## config.mk

```make
export PLATFORM = sky130hd
export DESIGN_NAME = cke_top
export DESIGN_NICKNAME = d
export VERILOG_FILES = /design/src/hdl/cke_pkg.sv /design/src/hdl/cke_top.sv
export SDC_FILE = /design/constraint.sdc
export NUM_CORES = 1
export LEC_CHECK = 0
export ABC_AREA = 1
export BUFFER_PORTS_ARGS = -buffer_cell sky130_fd_sc_hd__buf_2
export CAP_MARGIN = 30
export CORE_ASPECT_RATIO = 0.9
export CORE_MARGIN = 4
export CORE_UTILIZATION = 60
export DETAILED_ROUTE_END_ITERATION = 16
export PLACE_DENSITY = 0.81
export SLEW_MARGIN = 40
export SYNTH_ARGS = -nofsm -noshare
export SYNTH_HDL_FRONTEND = slang
export SYNTH_SLANG_ARGS = --single-unit
export TNS_END_PERCENT = 1
```

## constraint.sdc

```tcl
create_clock -name core_clk -period 6.6 [get_ports core_clk]
set_input_delay 0.66 -clock core_clk [delete_from_list [all_inputs] [get_ports core_clk]]
set_output_delay 0.66 -clock core_clk [all_outputs]
set_load 0.01 [all_outputs]
```

## src/hdl/cke_pkg.sv

```systemverilog
package cke_pkg;

  // ****************************************************************
  // Timing
  // ****************************************************************
  localparam int unsigned CLK_HZ       = 25_000_000;
  localparam int unsigned BAD_MSG_MS   = 3000;
  localparam int unsigned BLINK_MS     = 500;
  localparam int unsigned BEEP_MS      = 50;
  localparam int unsigned BAD_MSG_CYC  = CLK_HZ / 1000 * BAD_MSG_MS;
  localparam int unsigned BLINK_CYC    = CLK_HZ / 1000 * BLINK_MS;
  localparam int unsigned BEEP_CYC     = CLK_HZ / 1000 * BEEP_MS;
  localparam int unsigned CNT_W        = 27;

  // ****************************************************************
  // Keys, switches and value limits
  // ****************************************************************
  localparam int unsigned KEY_W        = 5;
  localparam logic [4:0]  KEY_NINE     = 5'h09;
  localparam logic [4:0]  KEY_F        = 5'h0F;
  localparam logic [4:0]  KEY_POINT    = 5'h10;
  localparam logic [4:0]  KEY_CLEAR    = 5'h11;
  localparam logic [4:0]  KEY_ENTER    = 5'h12;
  localparam logic [4:0]  KEY_LEFT     = 5'h13;
  localparam logic [4:0]  KEY_RIGHT    = 5'h14;
  localparam logic [4:0]  KEY_INC      = 5'h15;
  localparam logic [4:0]  KEY_DEC      = 5'h16;
  localparam logic [4:0]  KEY_SHIFT    = 5'h17;
  localparam logic [1:0]  POL_PLUS     = 2'h1;
  localparam logic [1:0]  POL_MINUS    = 2'h2;
  localparam int unsigned VAL_W        = 20;
  localparam logic [19:0] LIMIT_DEC    = 20'h12000;
  localparam logic [19:0] LIMIT_HEX    = 20'h00FFF;
  localparam logic [19:0] VAL_ONE      = 20'h00001;
  localparam logic [3:0]  DIGIT_MAX_DEC = 4'h9;
  localparam logic [3:0]  DIGIT_MAX_HEX = 4'hF;
  localparam logic [2:0]  CURSOR_MAX_DEC = 3'h4;
  localparam logic [2:0]  CURSOR_MAX_HEX = 3'h2;
  localparam logic [2:0]  FRAC_HIGH    = 3'h3;
  localparam logic [2:0]  FRAC_LOW     = 3'h4;
  localparam logic [2:0]  MAX_DIGITS   = 3'h5;
  localparam logic [3:0]  DP_ALL       = 4'hF;

  // ****************************************************************
  // Register map
  // ****************************************************************
  localparam int unsigned ADDR_W       = 8;
  localparam logic [7:0]  REG_CTRL     = 8'h00;
  localparam logic [7:0]  REG_KEY      = 8'h04;
  localparam logic [7:0]  REG_STATUS   = 8'h08;
  localparam logic [7:0]  REG_OUT      = 8'h0C;
  localparam logic [7:0]  REG_ENTRY    = 8'h10;
  localparam int unsigned CTRL_KEYPAD_EN = 0;
  localparam logic        CTRL_RESET   = 1'b1;
  localparam int unsigned ST_HEX       = 0;
  localparam int unsigned ST_SHIFT     = 1;
  localparam int unsigned ST_BAD       = 2;
  localparam int unsigned ST_ENTRY     = 3;
  localparam int unsigned ST_CLIMIT    = 4;
  localparam int unsigned ST_LOWBAT    = 5;
  localparam int unsigned ST_ZERO      = 6;
  localparam int unsigned ST_CURSOR    = 8;

endpackage

```

## src/hdl/cke_top.sv

```systemverilog
// How it works
// - Hex or decimal mode comes from switch
// - Centre polarity: zero output, signs alternate
// - Centre keeps entry; applies on plus/minus
// - 24 keys; buzz except increment/decrement
// - Cursor moves; buzz only when it moves
// - Inc/dec step cursor digit, output at once
// - Letter digits only in hex mode
// - Out-of-range entry rejected, flagged bad
// - Decimal point only in decimal mode
// - Clear discards entry and blanks display
// - Typed value reaches output only on enter
// - Shift mode: inc doubles, dec halves
// - Shift mode lights all four points
// - Shift key ignored outside hex mode
// - Overload sense lights current limit
// - Low battery sense lights battery indicator
// - Bad message about 3 s, then revert
// - Doubling zero gives one
// - Hex code 000..FFF linear to output
// - Limits: FFF in hex, 1.2/12 decimal
//
// Our own choices: the placing of the registers and the APB interface to the registers.
`timescale 1ns/1ps
module cke_top #(
  parameter int unsigned BAD_MSG_CYC = cke_pkg::BAD_MSG_CYC,
  parameter int unsigned BLINK_CYC   = cke_pkg::BLINK_CYC,
  parameter int unsigned BEEP_CYC    = cke_pkg::BEEP_CYC
) (
  input  wire logic                          core_clk,
  input  wire logic                          reset_n,
  input  wire logic                          psel,
  input  wire logic                          penable,
  input  wire logic                          pwrite,
  input  wire logic [cke_pkg::ADDR_W-1:0]    paddr,
  input  wire logic [31:0]                   pwdata,
  output logic      [31:0]                   prdata,
  output logic                               pready,
  output logic                               pslverr,
  input  wire logic                          keyValid,
  input  wire logic [cke_pkg::KEY_W-1:0]     keyCode,
  input  wire logic                          hexModeSw,
  input  wire logic                          rangeHighSw,
  input  wire logic [1:0]                    polaritySw,
  input  wire logic                          overloadSense,
  input  wire logic                          batteryLowSense,
  output logic      [cke_pkg::VAL_W-1:0]     outCode,
  output logic                               outNegative,
  output logic      [cke_pkg::VAL_W-1:0]     dispValue,
  output logic                               dispBlank,
  output logic      [3:0]                    dispPoints,
  output logic                               signPlus,
  output logic                               signMinus,
  output logic                               invalidEntryMessage,
  output logic                               currentLimitInd,
  output logic                               lowBatteryInd,
  output logic                               buzzer
);

  localparam int unsigned CW = cke_pkg::CNT_W;
  localparam int unsigned VW = cke_pkg::VAL_W;

  // ****************************************************************
  // Helpers
  // ****************************************************************
  // Carry ripples from the cursor digit upward; a carry out of the top means wrap
  function automatic logic [VW:0] stepDigit(input logic [VW-1:0] v, input logic [2:0] pos,
                                            input logic up, input logic [3:0] maxNib);
    logic [VW-1:0] r;
    logic          c;
    logic [3:0]    n;
    r = v;
    c = 1'b1;
    for (int i = 0; i < 5; i++) begin
      n = r[4*i+:4];
      if (i >= int'(pos) && c) begin
        if (up) begin
          if (n == maxNib) begin
            n = 4'h0;
          end else begin
            n = n + 4'h1;
            c = 1'b0;
          end
        end else begin
          if (n == 4'h0) begin
            n = maxNib;
          end else begin
            n = n - 4'h1;
            c = 1'b0;
          end
        end
      end
      r[4*i+:4] = n;
    end
    return {c, r};
  endfunction

  // Pads missing fraction digits with zeros so the value counts in scale units
  function automatic logic [VW:0] alignDec(input logic [VW-1:0] v, input logic [2:0] frac,
                                           input logic [2:0] expFrac);
    logic [VW-1:0] r;
    logic          bad;
    logic [2:0]    diff;
    r    = v;
    bad  = frac > expFrac;
    diff = expFrac - frac;
    for (int i = 0; i < 4; i++) begin
      if (!bad && i < int'(diff)) begin
        bad = r[VW-1-:4] != 4'h0;
        r   = {r[VW-5:0], 4'h0};
      end
    end
    if (r > cke_pkg::LIMIT_DEC) begin
      bad = 1'b1;
    end
    return {bad, r};
  endfunction

  // ****************************************************************
  // State
  // ****************************************************************
  logic [VW-1:0]  entry_q, entry_d, committed_q, committed_d;
  logic [2:0]     digits_q, digits_d, frac_q, frac_d, cursor_q, cursor_d;
  logic           pointSeen_q, pointSeen_d, overflow_q, overflow_d;
  logic           entryActive_q, entryActive_d, blank_q, blank_d;
  logic           shift_q, shift_d, hexMode_q, hexMode_d;
  logic [CW-1:0]  badCnt_q, badCnt_d, beepCnt_q, beepCnt_d, blinkCnt_q, blinkCnt_d;
  logic           blinkPhase_q, blinkPhase_d;
  logic [VW-1:0]  outCode_d, dispValue_d;
  logic           outNegative_d, dispBlank_d, signPlus_d, signMinus_d;
  logic           invalidMsg_d, currentLimit_d, lowBattery_d, buzzer_d;
  logic [3:0]     dispPoints_d;
  logic           keypadEn_q, keypadEn_d, swKeyValid_q, swKeyValid_d;
  logic [cke_pkg::KEY_W-1:0] swKeyCode_q, swKeyCode_d;
  logic [31:0]    prdata_d;
  logic           pready_d, pslverr_d;

  logic                      keyHit, isDigit, zeroSel;
  logic [cke_pkg::KEY_W-1:0] key;
  logic [VW:0]               res;
  logic [VW-1:0]             limit, baseEntry;
  logic [3:0]                maxNib;
  logic [2:0]                cursorMax, expFrac, baseDigits, baseFrac;
  logic                      basePoint, baseOvf, buzz;

  // ****************************************************************
  // Keypad, entry and output logic
  // ****************************************************************
  always_comb begin
    entry_d       = entry_q;
    committed_d   = committed_q;
    digits_d      = digits_q;
    frac_d        = frac_q;
    cursor_d      = cursor_q;
    pointSeen_d   = pointSeen_q;
    overflow_d    = overflow_q;
    entryActive_d = entryActive_q;
    blank_d       = blank_q;
    shift_d       = shift_q;
    hexMode_d     = hexModeSw;
    buzz          = 1'b0;
    res           = '0;
    keyHit        = (keyValid && keypadEn_q) || swKeyValid_q;
    key           = swKeyValid_q ? swKeyCode_q : keyCode;
    limit         = hexMode_q ? cke_pkg::LIMIT_HEX : cke_pkg::LIMIT_DEC;
    maxNib        = hexMode_q ? cke_pkg::DIGIT_MAX_HEX : cke_pkg::DIGIT_MAX_DEC;
    cursorMax     = hexMode_q ? cke_pkg::CURSOR_MAX_HEX : cke_pkg::CURSOR_MAX_DEC;
    expFrac       = rangeHighSw ? cke_pkg::FRAC_HIGH : cke_pkg::FRAC_LOW;
    isDigit       = key <= cke_pkg::KEY_NINE || (hexMode_q && key <= cke_pkg::KEY_F);
    // A key after a commit starts a fresh entry
    baseEntry     = entryActive_q ? entry_q : '0;
    baseDigits    = entryActive_q ? digits_q : 3'h0;
    baseFrac      = entryActive_q ? frac_q : 3'h0;
    basePoint     = entryActive_q && pointSeen_q;
    baseOvf       = entryActive_q && overflow_q;
    badCnt_d      = (badCnt_q != '0) ? badCnt_q - CW'(1) : badCnt_q;
    beepCnt_d     = (beepCnt_q != '0) ? beepCnt_q - CW'(1) : beepCnt_q;

    if (hexModeSw != hexMode_q) begin
      // Codes of one mode mean nothing in the other, so start over
      entryActive_d = 1'b0;
      committed_d   = '0;
      cursor_d      = 3'h0;
      shift_d       = 1'b0;
      blank_d       = 1'b0;
    end else if (keyHit) begin
      if (isDigit) begin
        buzz          = 1'b1;
        entryActive_d = 1'b1;
        blank_d       = 1'b0;
        pointSeen_d   = basePoint;
        if (baseDigits == cke_pkg::MAX_DIGITS) begin
          entry_d    = baseEntry;
          digits_d   = baseDigits;
          frac_d     = baseFrac;
          overflow_d = 1'b1;
        end else begin
          entry_d    = {baseEntry[VW-5:0], key[3:0]};
          digits_d   = baseDigits + 3'h1;
          frac_d     = basePoint ? baseFrac + 3'h1 : baseFrac;
          overflow_d = baseOvf;
        end
      end else begin
        unique case (key)
          cke_pkg::KEY_POINT: begin
            if (!hexMode_q && !basePoint) begin
              buzz          = 1'b1;
              entryActive_d = 1'b1;
              blank_d       = 1'b0;
              pointSeen_d   = 1'b1;
              entry_d       = baseEntry;
              digits_d      = baseDigits;
              frac_d        = 3'h0;
              overflow_d    = baseOvf;
            end
          end
          cke_pkg::KEY_CLEAR: begin
            buzz          = 1'b1;
            entryActive_d = 1'b0;
            blank_d       = 1'b1;
          end
          cke_pkg::KEY_ENTER: begin
            buzz = 1'b1;
            if (entryActive_q) begin
              res = hexMode_q ? {overflow_q || entry_q > cke_pkg::LIMIT_HEX, entry_q}
                              : alignDec(entry_q, frac_q, expFrac);
              res[VW] = res[VW] || overflow_q;
              if (res[VW]) begin
                badCnt_d = CW'(BAD_MSG_CYC);
              end else begin
                committed_d = res[VW-1:0];
              end
              entryActive_d = 1'b0;
              blank_d       = 1'b0;
            end
          end
          cke_pkg::KEY_LEFT: begin
            if (cursor_q < cursorMax) begin
              cursor_d = cursor_q + 3'h1;
              buzz     = 1'b1;
            end
          end
          cke_pkg::KEY_RIGHT: begin
            if (cursor_q != 3'h0) begin
              cursor_d = cursor_q - 3'h1;
              buzz     = 1'b1;
            end
          end
          cke_pkg::KEY_INC, cke_pkg::KEY_DEC: begin
            if (shift_q && hexMode_q) begin
              if (key == cke_pkg::KEY_INC) begin
                res = (committed_q == '0) ? {1'b0, cke_pkg::VAL_ONE}
                                          : {1'b0, committed_q[VW-2:0], 1'b0};
              end else begin
                res = {2'b00, committed_q[VW-1:1]};
              end
            end else begin
              res = stepDigit(committed_q, cursor_q, key == cke_pkg::KEY_INC, maxNib);
            end
            if (!res[VW] && res[VW-1:0] <= limit) begin
              committed_d = res[VW-1:0];
            end
            entryActive_d = 1'b0;
            blank_d       = 1'b0;
          end
          cke_pkg::KEY_SHIFT: begin
            if (hexMode_q) begin
              shift_d = !shift_q;
              buzz    = 1'b1;
            end
          end
          default: begin
          end
        endcase
      end
    end
    if (buzz) begin
      beepCnt_d = CW'(BEEP_CYC);
    end

    if (blinkCnt_q == CW'(BLINK_CYC - 1)) begin
      blinkCnt_d   = '0;
      blinkPhase_d = !blinkPhase_q;
    end else begin
      blinkCnt_d   = blinkCnt_q + CW'(1);
      blinkPhase_d = blinkPhase_q;
    end

    // Output follows the committed code; the centre position forces zero
    zeroSel       = polaritySw != cke_pkg::POL_PLUS && polaritySw != cke_pkg::POL_MINUS;
    outCode_d     = zeroSel ? '0 : committed_d;
    outNegative_d = polaritySw == cke_pkg::POL_MINUS;
    signPlus_d    = zeroSel ? blinkPhase_d : !outNegative_d;
    signMinus_d   = zeroSel ? !blinkPhase_d : outNegative_d;
    invalidMsg_d  = badCnt_d != '0;
    dispBlank_d   = blank_d;
    dispValue_d   = (blank_d || invalidMsg_d) ? '0
                  : (entryActive_d ? entry_d : committed_d);
    if (shift_d && hexMode_d) begin
      dispPoints_d = cke_pkg::DP_ALL;
    end else if (hexMode_d || blank_d || invalidMsg_d) begin
      dispPoints_d = 4'h0;
    end else if (entryActive_d) begin
      dispPoints_d = (pointSeen_d && frac_d != 3'h0) ? 4'(1 << (frac_d - 3'h1)) : 4'h0;
    end else begin
      dispPoints_d = 4'(1 << (expFrac - 3'h1));
    end
    currentLimit_d = overloadSense;
    lowBattery_d   = batteryLowSense;
    buzzer_d       = beepCnt_d != '0;
  end

  // ****************************************************************
  // APB slave
  // ****************************************************************
  always_comb begin
    prdata_d     = prdata;
    pready_d     = psel && !penable;
    pslverr_d    = 1'b0;
    keypadEn_d   = keypadEn_q;
    swKeyValid_d = 1'b0;
    swKeyCode_d  = swKeyCode_q;
    if (psel && !penable) begin
      prdata_d = '0;
      unique case (paddr)
        cke_pkg::REG_CTRL:   prdata_d[cke_pkg::CTRL_KEYPAD_EN] = keypadEn_q;
        cke_pkg::REG_KEY:    prdata_d = '0;
        cke_pkg::REG_STATUS: begin
          prdata_d[cke_pkg::ST_HEX]        = hexMode_q;
          prdata_d[cke_pkg::ST_SHIFT]      = shift_q;
          prdata_d[cke_pkg::ST_BAD]        = invalidEntryMessage;
          prdata_d[cke_pkg::ST_ENTRY]      = entryActive_q;
          prdata_d[cke_pkg::ST_CLIMIT]     = currentLimitInd;
          prdata_d[cke_pkg::ST_LOWBAT]     = lowBatteryInd;
          prdata_d[cke_pkg::ST_ZERO]       = signPlus != !outNegative || signMinus != outNegative;
          prdata_d[cke_pkg::ST_CURSOR+:3]  = cursor_q;
        end
        cke_pkg::REG_OUT:    prdata_d[VW-1:0] = committed_q;
        cke_pkg::REG_ENTRY:  prdata_d[VW-1:0] = entry_q;
        default:             pslverr_d = 1'b1;
      endcase
    end
    // Writes land at the completing edge of the access phase
    if (psel && penable && pready && pwrite) begin
      if (paddr == cke_pkg::REG_CTRL) begin
        keypadEn_d = pwdata[cke_pkg::CTRL_KEYPAD_EN];
      end else if (paddr == cke_pkg::REG_KEY) begin
        swKeyValid_d = 1'b1;
        swKeyCode_d  = pwdata[cke_pkg::KEY_W-1:0];
      end
    end
  end

  // ****************************************************************
  // Registers
  // ****************************************************************
  always_ff @(posedge core_clk) begin
    if (!reset_n) begin
      entry_q             <= '0;
      committed_q         <= '0;
      digits_q            <= 3'h0;
      frac_q              <= 3'h0;
      cursor_q            <= 3'h0;
      pointSeen_q         <= 1'b0;
      overflow_q          <= 1'b0;
      entryActive_q       <= 1'b0;
      blank_q             <= 1'b0;
      shift_q             <= 1'b0;
      hexMode_q           <= 1'b0;
      badCnt_q            <= '0;
      beepCnt_q           <= '0;
      blinkCnt_q          <= '0;
      blinkPhase_q        <= 1'b0;
      outCode             <= '0;
      outNegative         <= 1'b0;
      dispValue           <= '0;
      dispBlank           <= 1'b0;
      dispPoints          <= 4'h0;
      signPlus            <= 1'b0;
      signMinus           <= 1'b0;
      invalidEntryMessage <= 1'b0;
      currentLimitInd     <= 1'b0;
      lowBatteryInd       <= 1'b0;
      buzzer              <= 1'b0;
      keypadEn_q          <= cke_pkg::CTRL_RESET;
      swKeyValid_q        <= 1'b0;
      swKeyCode_q         <= '0;
      prdata              <= '0;
      pready              <= 1'b0;
      pslverr             <= 1'b0;
    end else begin
      entry_q             <= entry_d;
      committed_q         <= committed_d;
      digits_q            <= digits_d;
      frac_q              <= frac_d;
      cursor_q            <= cursor_d;
      pointSeen_q         <= pointSeen_d;
      overflow_q          <= overflow_d;
      entryActive_q       <= entryActive_d;
      blank_q             <= blank_d;
      shift_q             <= shift_d && hexMode_d;
      hexMode_q           <= hexMode_d;
      badCnt_q            <= badCnt_d;
      beepCnt_q           <= beepCnt_d;
      blinkCnt_q          <= blinkCnt_d;
      blinkPhase_q        <= blinkPhase_d;
      outCode             <= outCode_d;
      outNegative         <= outNegative_d;
      dispValue           <= dispValue_d;
      dispBlank           <= dispBlank_d;
      dispPoints          <= dispPoints_d;
      signPlus            <= signPlus_d;
      signMinus           <= signMinus_d;
      invalidEntryMessage <= invalidMsg_d;
      currentLimitInd     <= currentLimit_d;
      lowBatteryInd       <= lowBattery_d;
      buzzer              <= buzzer_d;
      keypadEn_q          <= keypadEn_d;
      swKeyValid_q        <= swKeyValid_d;
      swKeyCode_q         <= swKeyCode_d;
      prdata              <= prdata_d;
      pready              <= pready_d;
      pslverr             <= pslverr_d;
    end
  end

endmodule

```

==> results of run 1 <==
-- state kept, by name, summed over array words and instances (netlist names), 3 cells and up --
register,count
frac_q,3
beepCnt_q,27
committed_q,20
outCode,20
dispPoints,4
digits_q,3
prdata,20
cursor_q,3
entry_q,20
swKeyCode_q,5
badCnt_q,27
blinkCnt_q,27
dispValue,20
-- metal layers --
layer  track usage, %  share of wire, %
met1             40.1                40
met2             51.4                45
met4             14.4               5.3
met3             5.32               9.5
met5                0                 0
-- worst max path at each step --
stage,to,slack (ns),cells past startpoint
floorplan,dispValue[14],2.24,33
global placement,dispValue[0],1.30,28
detailed placement,dispValue[0],1.18,28
CTS,dispValue[8],1.35,32
global route,dispValue[2],0.74,35
finish,dispValue[8],1.10,32
-- critical path, delay by kind of cell, from the launching register on --
kind,cells,cell delay [ns]
flops,1,0.45
simple gates,18,2.41
buf+inv,8,1.15
fa+ha+maj,2,0.50
compound gates,4,0.83
-- report_power, final --
| part | total [mW] | internal, mW | leakage, nW | switching, mW |
|---|---|---|---|---|
| Sequential | 1.59 | 1.46 | 1.76 | 0.136 |
| Clock | 1.51 | 0.926 | 0.440 | 0.581 |
| Combinational | 1.71 | 0.593 | 4.95 | 1.12 |
| Total | 4.81 | 2.98 | 7.15 | 1.83 |
-- synthesized netlist by cell type, drive strengths merged (2+ instances only) --
library cell	instances	area, um^2
nor3	49	245
o2111a	2	22.5
or4	2	15.0
o21a	6	45.0
a22oi	3	22.5
clkbuf	59	221
o311ai	2	17.5
a31oi	2	12.5
o211ai	17	128
nand4	37	246
inv	271	1020
a21oi	141	717
o22ai	40	250
nor3b	8	60.1
and3	2	12.5
or2	11	68.8
xor2	37	324
or3	2	12.5
a32o	3	30.0
nand3	99	543
a211oi	6	45.0
o221ai	5	43.8
nor2	358	1400
buf	33	228
dfxtp	217	4340
o21ai	146	742
nand2	491	1900
o31ai	2	15.0
ha	44	551
xnor2	12	105
nand3b	5	37.5
clkinv	10	38.8
a32oi	10	87.6
nor4	16	106
-- cell type report --
class                      instances  area (um^2)
clock buffer                      30          673
clock inverter                    13          229
multi-input combinational       1576         7930
inverter                         281         1060
tap                              297          372
sequential                       217         4340
timing repair buffer             112          583
fill                            2036         7320
-- cells by family after synthesis --
family          count (synthesis)  synth area share, %
compound gates                389                 16.1
buf+inv                       373                 11.0
fa+ha+maj                      45                 4.16
other cells                     1               0.0273
simple gates                 1081                 33.9
xor+xnor                       49                 3.13
flops                         217                 31.7
-- through the flow --
stage | power [mW] | utilization [%]
final | 4.81 | 67.5
after global routing | 5.13 | 67.5
after CTS | 4.79 | 67.4
after detailed placement | 3.28 | 63.4
after global placement | 3.23 | 63.4
after floorplan | 2.93 | -
==> impl_metrics.env, run 1 <==
export IMPL_numPortBuffers=103
export IMPL_syn_inst=2155
export IMPL_critPathMaxStageDelay_ns=0.53
export IMPL_grt_max_degree=55
export IMPL_first_pass_iters=7
export IMPL_dieHeight_um=151
export IMPL_placed_cells=2483
export IMPL_start_util_pct=60.9
export IMPL_grt_setup_unrepaired="false"
export IMPL_setup_ws_ns=1.10
export IMPL_required_ns=7.00
export IMPL_fin_skew_ns=0.0202
export IMPL_drc=0
export IMPL_postPlaceCellArea_um2=14300
export IMPL_syn2layout_area_growth_pct=10.7
export IMPL_fmax_ghz=0.182
export IMPL_holdPathEnd="currentLimitInd"
export IMPL_final_common_cell="nand2_1"
export IMPL_core_region_area_um2=22500
export IMPL_boundaryPins=143
export IMPL_leakage_nw=7.15
export IMPL_path_clk_slew_ns=0.06
export IMPL_cts_tree="built"
export IMPL_final_min_period_over_clock_period_pct=83.3
export IMPL_preCtsSetupSlack_ns=1.18
export IMPL_instances_no_fill=2526
export IMPL_grt_ovfl_total=0
export IMPL_design_die_area_um2=25300
export IMPL_whs_path_depth=3
export IMPL_routedWlPerCell_um=16.3
export IMPL_slowest_stage="nor2_1"
export IMPL_tightest_slew_ns=0.791
export IMPL_fin_setup_tns_ns=0
export IMPL_final_cell_mix="471 x nand2_1, 346 x nor2_1, 264 x inv_1"
export IMPL_r2r_start="committed_q[5]"
export IMPL_grt_pass1_wl_um=65800
export IMPL_hold_slack_ns=0.327
export IMPL_cts_buffers_inserted=24
export IMPL_setup_violations=0
export IMPL_slew_violations=0
export IMPL_vias_per_cell=5.81
export IMPL_fin_crit_ns=5.50
export IMPL_crit_fanout=25
export IMPL_peakVddDrop_v=0.000322
export IMPL_rows=52
export IMPL_outcome="finished clean"
export IMPL_synth_warnings=0
export IMPL_htree_levels=1
export IMPL_setup_worst_path_start_class="flop"
export IMPL_clock_sinks=217
export IMPL_postRouteAntennaNets=0
export IMPL_fp_dieW_um=167
export IMPL_timing_rr_end="dispValue[8]"
export IMPL_hold_buffers=0
export IMPL_reg2reg_depth=32
export IMPL_cts_resized=0
export IMPL_path_class="flop to flop"
export IMPL_cts_buffer_depth=3
export IMPL_dp_hpwl_um=30400
export IMPL_cts_root_buf="clkbuf_16"
export IMPL_nets=2314
export IMPL_cts_setup_buffers=0
export IMPL_synthArstFlopShare_pct=0
export IMPL_gp_congestion=0.962
export IMPL_ys_types=59
export IMPL_final_hold_violation_count=0
export IMPL_power_density_nw_per_um2=317
export IMPL_grt_pass1_vias=13500
export IMPL_diodes=0
export IMPL_drtIter0Drc=1494
export IMPL_holdCritStartpoint="overloadSense"
export IMPL_relSlewSlack_pct=47.3
export IMPL_hp_class="primary input to flop"
export IMPL_drive_gt1_share_pct=9.87
export IMPL_vias=14700
export IMPL_drt_total_wl_um=41000
export IMPL_worstSkewPairLatency_ns=0.55
export IMPL_endpoint_kind="flop"
export IMPL_final_area_um2=15200
export IMPL_startpoint="committed_q[5]"
export IMPL_synth_area_um2=13700
export IMPL_antenna_found_initial=1
export IMPL_arrival_ns=5.90
export IMPL_avgSynthCellArea_um2=6.37
export IMPL_maxCapViolations=0
export IMPL_reg2reg_slack_ns=1.10
export IMPL_grt_usage_pct=31.2
export IMPL_synth_main_ff_cell="dfxtp_1"
export IMPL_synth_edf_count=0
export IMPL_yosys_register_bits=217
export IMPL_ys_seq_area_share_pct=31.7
No activity file was read; power rests on OpenSTA's default activity.
==> inputs of run 2 (changes only) <==
ABC_AREA = 0   (was 1)
clock period = 5.3 ns   (was 6.6 ns; I/O delays follow)
==> run 2 against run 1 <==
Non-clock buffer count is 84 higher. Sequential power is 30% higher. Routed wire length is 5.1% higher. Sequential share of layout area is 1.2 points lower. Critical path type unchanged. Global-route usage is 0.67 points higher. Worst setup slack worse by 0.87 ns. Worst hold slack worse by 0.13 ns. Synthesized cell count is 17% lower. Register-to-register slack worse by 0.87 ns.
==> impl_metrics.env, run 2 <==
export IMPL_final_min_period_over_clock_period_pct=95.6
export IMPL_slowest_stage="or4_4"
export IMPL_diodes=0
export IMPL_cts_tree="built"
export IMPL_synthArstFlopShare_pct=0
export IMPL_yosysTopAreaCellShare_pct=31.2
export IMPL_slew_violations=0
export IMPL_leakage_nw=6.21
export IMPL_synth_edf_count=0
export IMPL_synthXorXnorAreaFrac_pct=4.96
export IMPL_routedWlPerCell_um=19.7
export IMPL_fin_total_pwr_mw=5.85
export IMPL_ys_seq_area_share_pct=31.2
export IMPL_synth_top_family_by_area="compound AO/OA/AOI/OAI gates"
export IMPL_drc=0
export IMPL_peakVddDrop_v=0.000557
export IMPL_fp_dieW_um=169
export IMPL_power_frac_comb_pct=36.4
export IMPL_synth_top_cells_by_count="234 x nor2_1, 217 x dfxtp_1, 155 x nand2_1, 111 x a21oi_1, 98 x clkbuf_1"
export IMPL_cts_buffers_inserted=24
export IMPL_relSlewSlack_pct=46.2
export IMPL_critPathMaxStageDelay_ns=0.56
export IMPL_first_pass_iters=7
export IMPL_placed_cells=2146
export IMPL_core_region_area_um2=22600
export IMPL_power_density_nw_per_um2=369
export IMPL_drive_gt1_share_pct=16.9
export IMPL_numPortBuffers=103
export IMPL_synth_compound_area_share_pct=25.0
export IMPL_setup_violations=0
export IMPL_seq_power_share_pct=35.4
export IMPL_antenna_found_initial=0
export IMPL_worstSkewPairLatency_ns=0.54
export IMPL_start_util_pct=61.6
export IMPL_cpMostUsedCell="a21oi_1"
export IMPL_cts_root_buf="clkbuf_16"
export IMPL_drt_total_wl_um=43100
export IMPL_synth_main_ff_cell="dfxtp_1"
export IMPL_switching_share_pct=38.1
export IMPL_yosysTopAreaCell="dfxtp_1"
export IMPL_hold_buffers=0
export IMPL_final_common_cell="nor2_1"
export IMPL_grt_max_degree=43
export IMPL_synthTopCellsByArea="dfxtp_1 31%, nor2_1 6.3%, nand2_1 4.2%, a21oi_1 4.0%, ha_1 3.9%"
export IMPL_p_int_mw=3.62
export IMPL_cts_buffer_depth=3
export IMPL_grt_setup_unrepaired="false"
export IMPL_final_hold_violation_count=0
export IMPL_fillers=1845
export IMPL_grt_pass1_wl_um=68500
export IMPL_synth_fa_ha_area_share_pct=4.09
export IMPL_fin_crit_ns=5.07
export IMPL_tightest_slew_ns=0.796
export IMPL_path_class="flop to flop"
export IMPL_syn_inst=1783
export IMPL_fin_skew_ns=0.0287
export IMPL_synth_simple_area_share_pct=24.9
export IMPL_muxShareOfSynthArea_pct=4.01
export IMPL_clockPowerShare_pct=28.1
export IMPL_cp_cell_sequence="inv_1 -> ha_1 -> or3b_4 -> or4_4 -> nor3_4 -> or2b_4 -> a21oi_1 -> a311o_1 -> ha_1 -> a21oi_1 -> nand2_1 -> a2111oi_2 -> a31o_2 -> o2111a_1 -> a221oi_1 -> or2_1 -> buf_12 -> or3_1 -> a31oi_1 -> a21oi_1"
export IMPL_endpoint_kind="flop"
export IMPL_instances_no_fill=2189
export IMPL_syn2layout_area_growth_pct=13.6
export IMPL_final_cell_mix="232 x nor2_1, 216 x dfxtp_1, 155 x nand2_1"
export IMPL_htree_levels=1
export IMPL_arrival_ns=5.45
export IMPL_yosysMostFrequentCell="nor2_1"
export IMPL_p_sw_mw=2.23
export IMPL_boundaryPins=143
export IMPL_postRouteAntennaNets=0
export IMPL_nets=1977
export IMPL_drtIter0Drc=1555
export IMPL_clock_sinks=217
export IMPL_synth_warnings=0
export IMPL_avgSynthCellArea_um2=7.82
export IMPL_synth_area_um2=13900
export IMPL_design_die_area_um2=25700
export IMPL_rows=52
export IMPL_hp_class="primary input to flop"
export IMPL_reg_largest_list="badCnt_q (27), beepCnt_q (27), blinkCnt_q (27)"
export IMPL_maxCapViolations=0
export IMPL_grt_pass1_vias=13100
export IMPL_ys_types=101
export IMPL_cts_setup_buffers=0
export IMPL_dp_hpwl_um=31700
export IMPL_fin_setup_tns_ns=0
export IMPL_setup_worst_path_start_class="flop"
export IMPL_outcome="finished clean"
export IMPL_yosys_register_bits=217
export IMPL_crit_fanout=16
export IMPL_vias=14100
export IMPL_gp_congestion=1.02
export IMPL_reg2reg_slack_ns=0.23
export IMPL_vias_per_cell=6.45
export IMPL_dieHeight_um=153
export IMPL_grt_usage_pct=31.8
export IMPL_required_ns=5.68
export IMPL_fmax_ghz=0.197
export IMPL_path_clk_slew_ns=0.06
export IMPL_grt_ovfl_total=0
run 2: cell types whose count changed after synthesis, sizes merged, moves of 30 or more:
| cell | delta |
|---|---|
| nand3 | -48 |
| a211oi | +39 |
| nand2 | -335 |
| and2 | +42 |
| o21ai | -63 |
| nor2 | -123 |
| clkbuf | +40 |
| mux2i | +30 |
| inv | -225 |
| a31oi | +30 |
run 2: final cells by class:
class | instances | area [um^2] | share of cell area (%)
Multi-Input combinational cell | 1388 | 8900 | 56.2
Sequential cell | 217 | 4350 | 27.4
Tap cell | 297 | 372 | 2.35
Inverter | 48 | 180 | 1.14
Clock inverter | 14 | 124 | 0.782
Timing Repair Buffer | 196 | 1260 | 7.98
Clock buffer | 29 | 649 | 4.10
run 2: worst max-delay path, delay by kind of cell (launching register included):
family,cells,cell delay [ns]
AND/OR/NAND/NOR,7,2.05
AO/OA/AOI/OAI,9,1.78
buffers and inverters,2,0.24
adder cells (fa/ha/maj),2,0.52
flip-flops,1,0.31
run 2: logic make-up after synthesis:
kind of cell,Yosys count
other cells,1
mux,53
flops,217
compound gates,495
simple gates,704
buf+inv,189
fa+ha+maj,45
xor+xnor,79
run 2: routing by layer:
metal | vias to the layer above | track usage, % | share of wire (%)
met5 | - | 0 | 0
met2 | 740 | 49.7 | 44
li1 | 6659 | - | -
met1 | 6607 | 44.2 | 43
met3 | 111 | 6.30 | 9.5
met4 | 0 | 10.3 | 3.7
run 2: worst paths after layout:
check,from,endpoint,cells after the start
max,committed_q[1],dispValue[9],20
min,batteryLowSense,lowBatteryInd,2
max reg2reg,committed_q[1],dispValue[9],20
min reg2reg,blinkCnt_q[0],blinkCnt_q[0],1
run 2: timing repair:
item                       4_1_cts  5_1_grt
setup endpoints to repair        0       48
hold endpoints to repair         0        0
gates resized for setup          0       16
run 2: per-stage QoR:
stage	hold slack [ns]	setup slack, ns	utilization [%]	instance area (um^2)
5_1_grt	0.210	0.00564	70.0	15800
2_1_floorplan	0.430	0.355	-	14000
3_3_place_gp	0.442	0.0951	66.2	15000
6_report	0.199	0.233	70.0	15800
4_1_cts	0.191	0.0685	69.7	15800
3_5_place_dp	0.456	0.0830	66.3	15000
run 2: power groups by stage:
| stage | registers, mW | logic [mW] | clock network (mW) |
|---|---|---|---|
| global placement | 2.09 | 2.01 | 0 |
| detailed placement | 2.10 | 2.06 | 0 |
| CTS | 2.07 | 2.09 | 1.66 |
| floorplan | 2.03 | 1.68 | 0 |
| global route | 2.10 | 2.36 | 1.73 |
| finish | 2.07 | 2.13 | 1.65 |
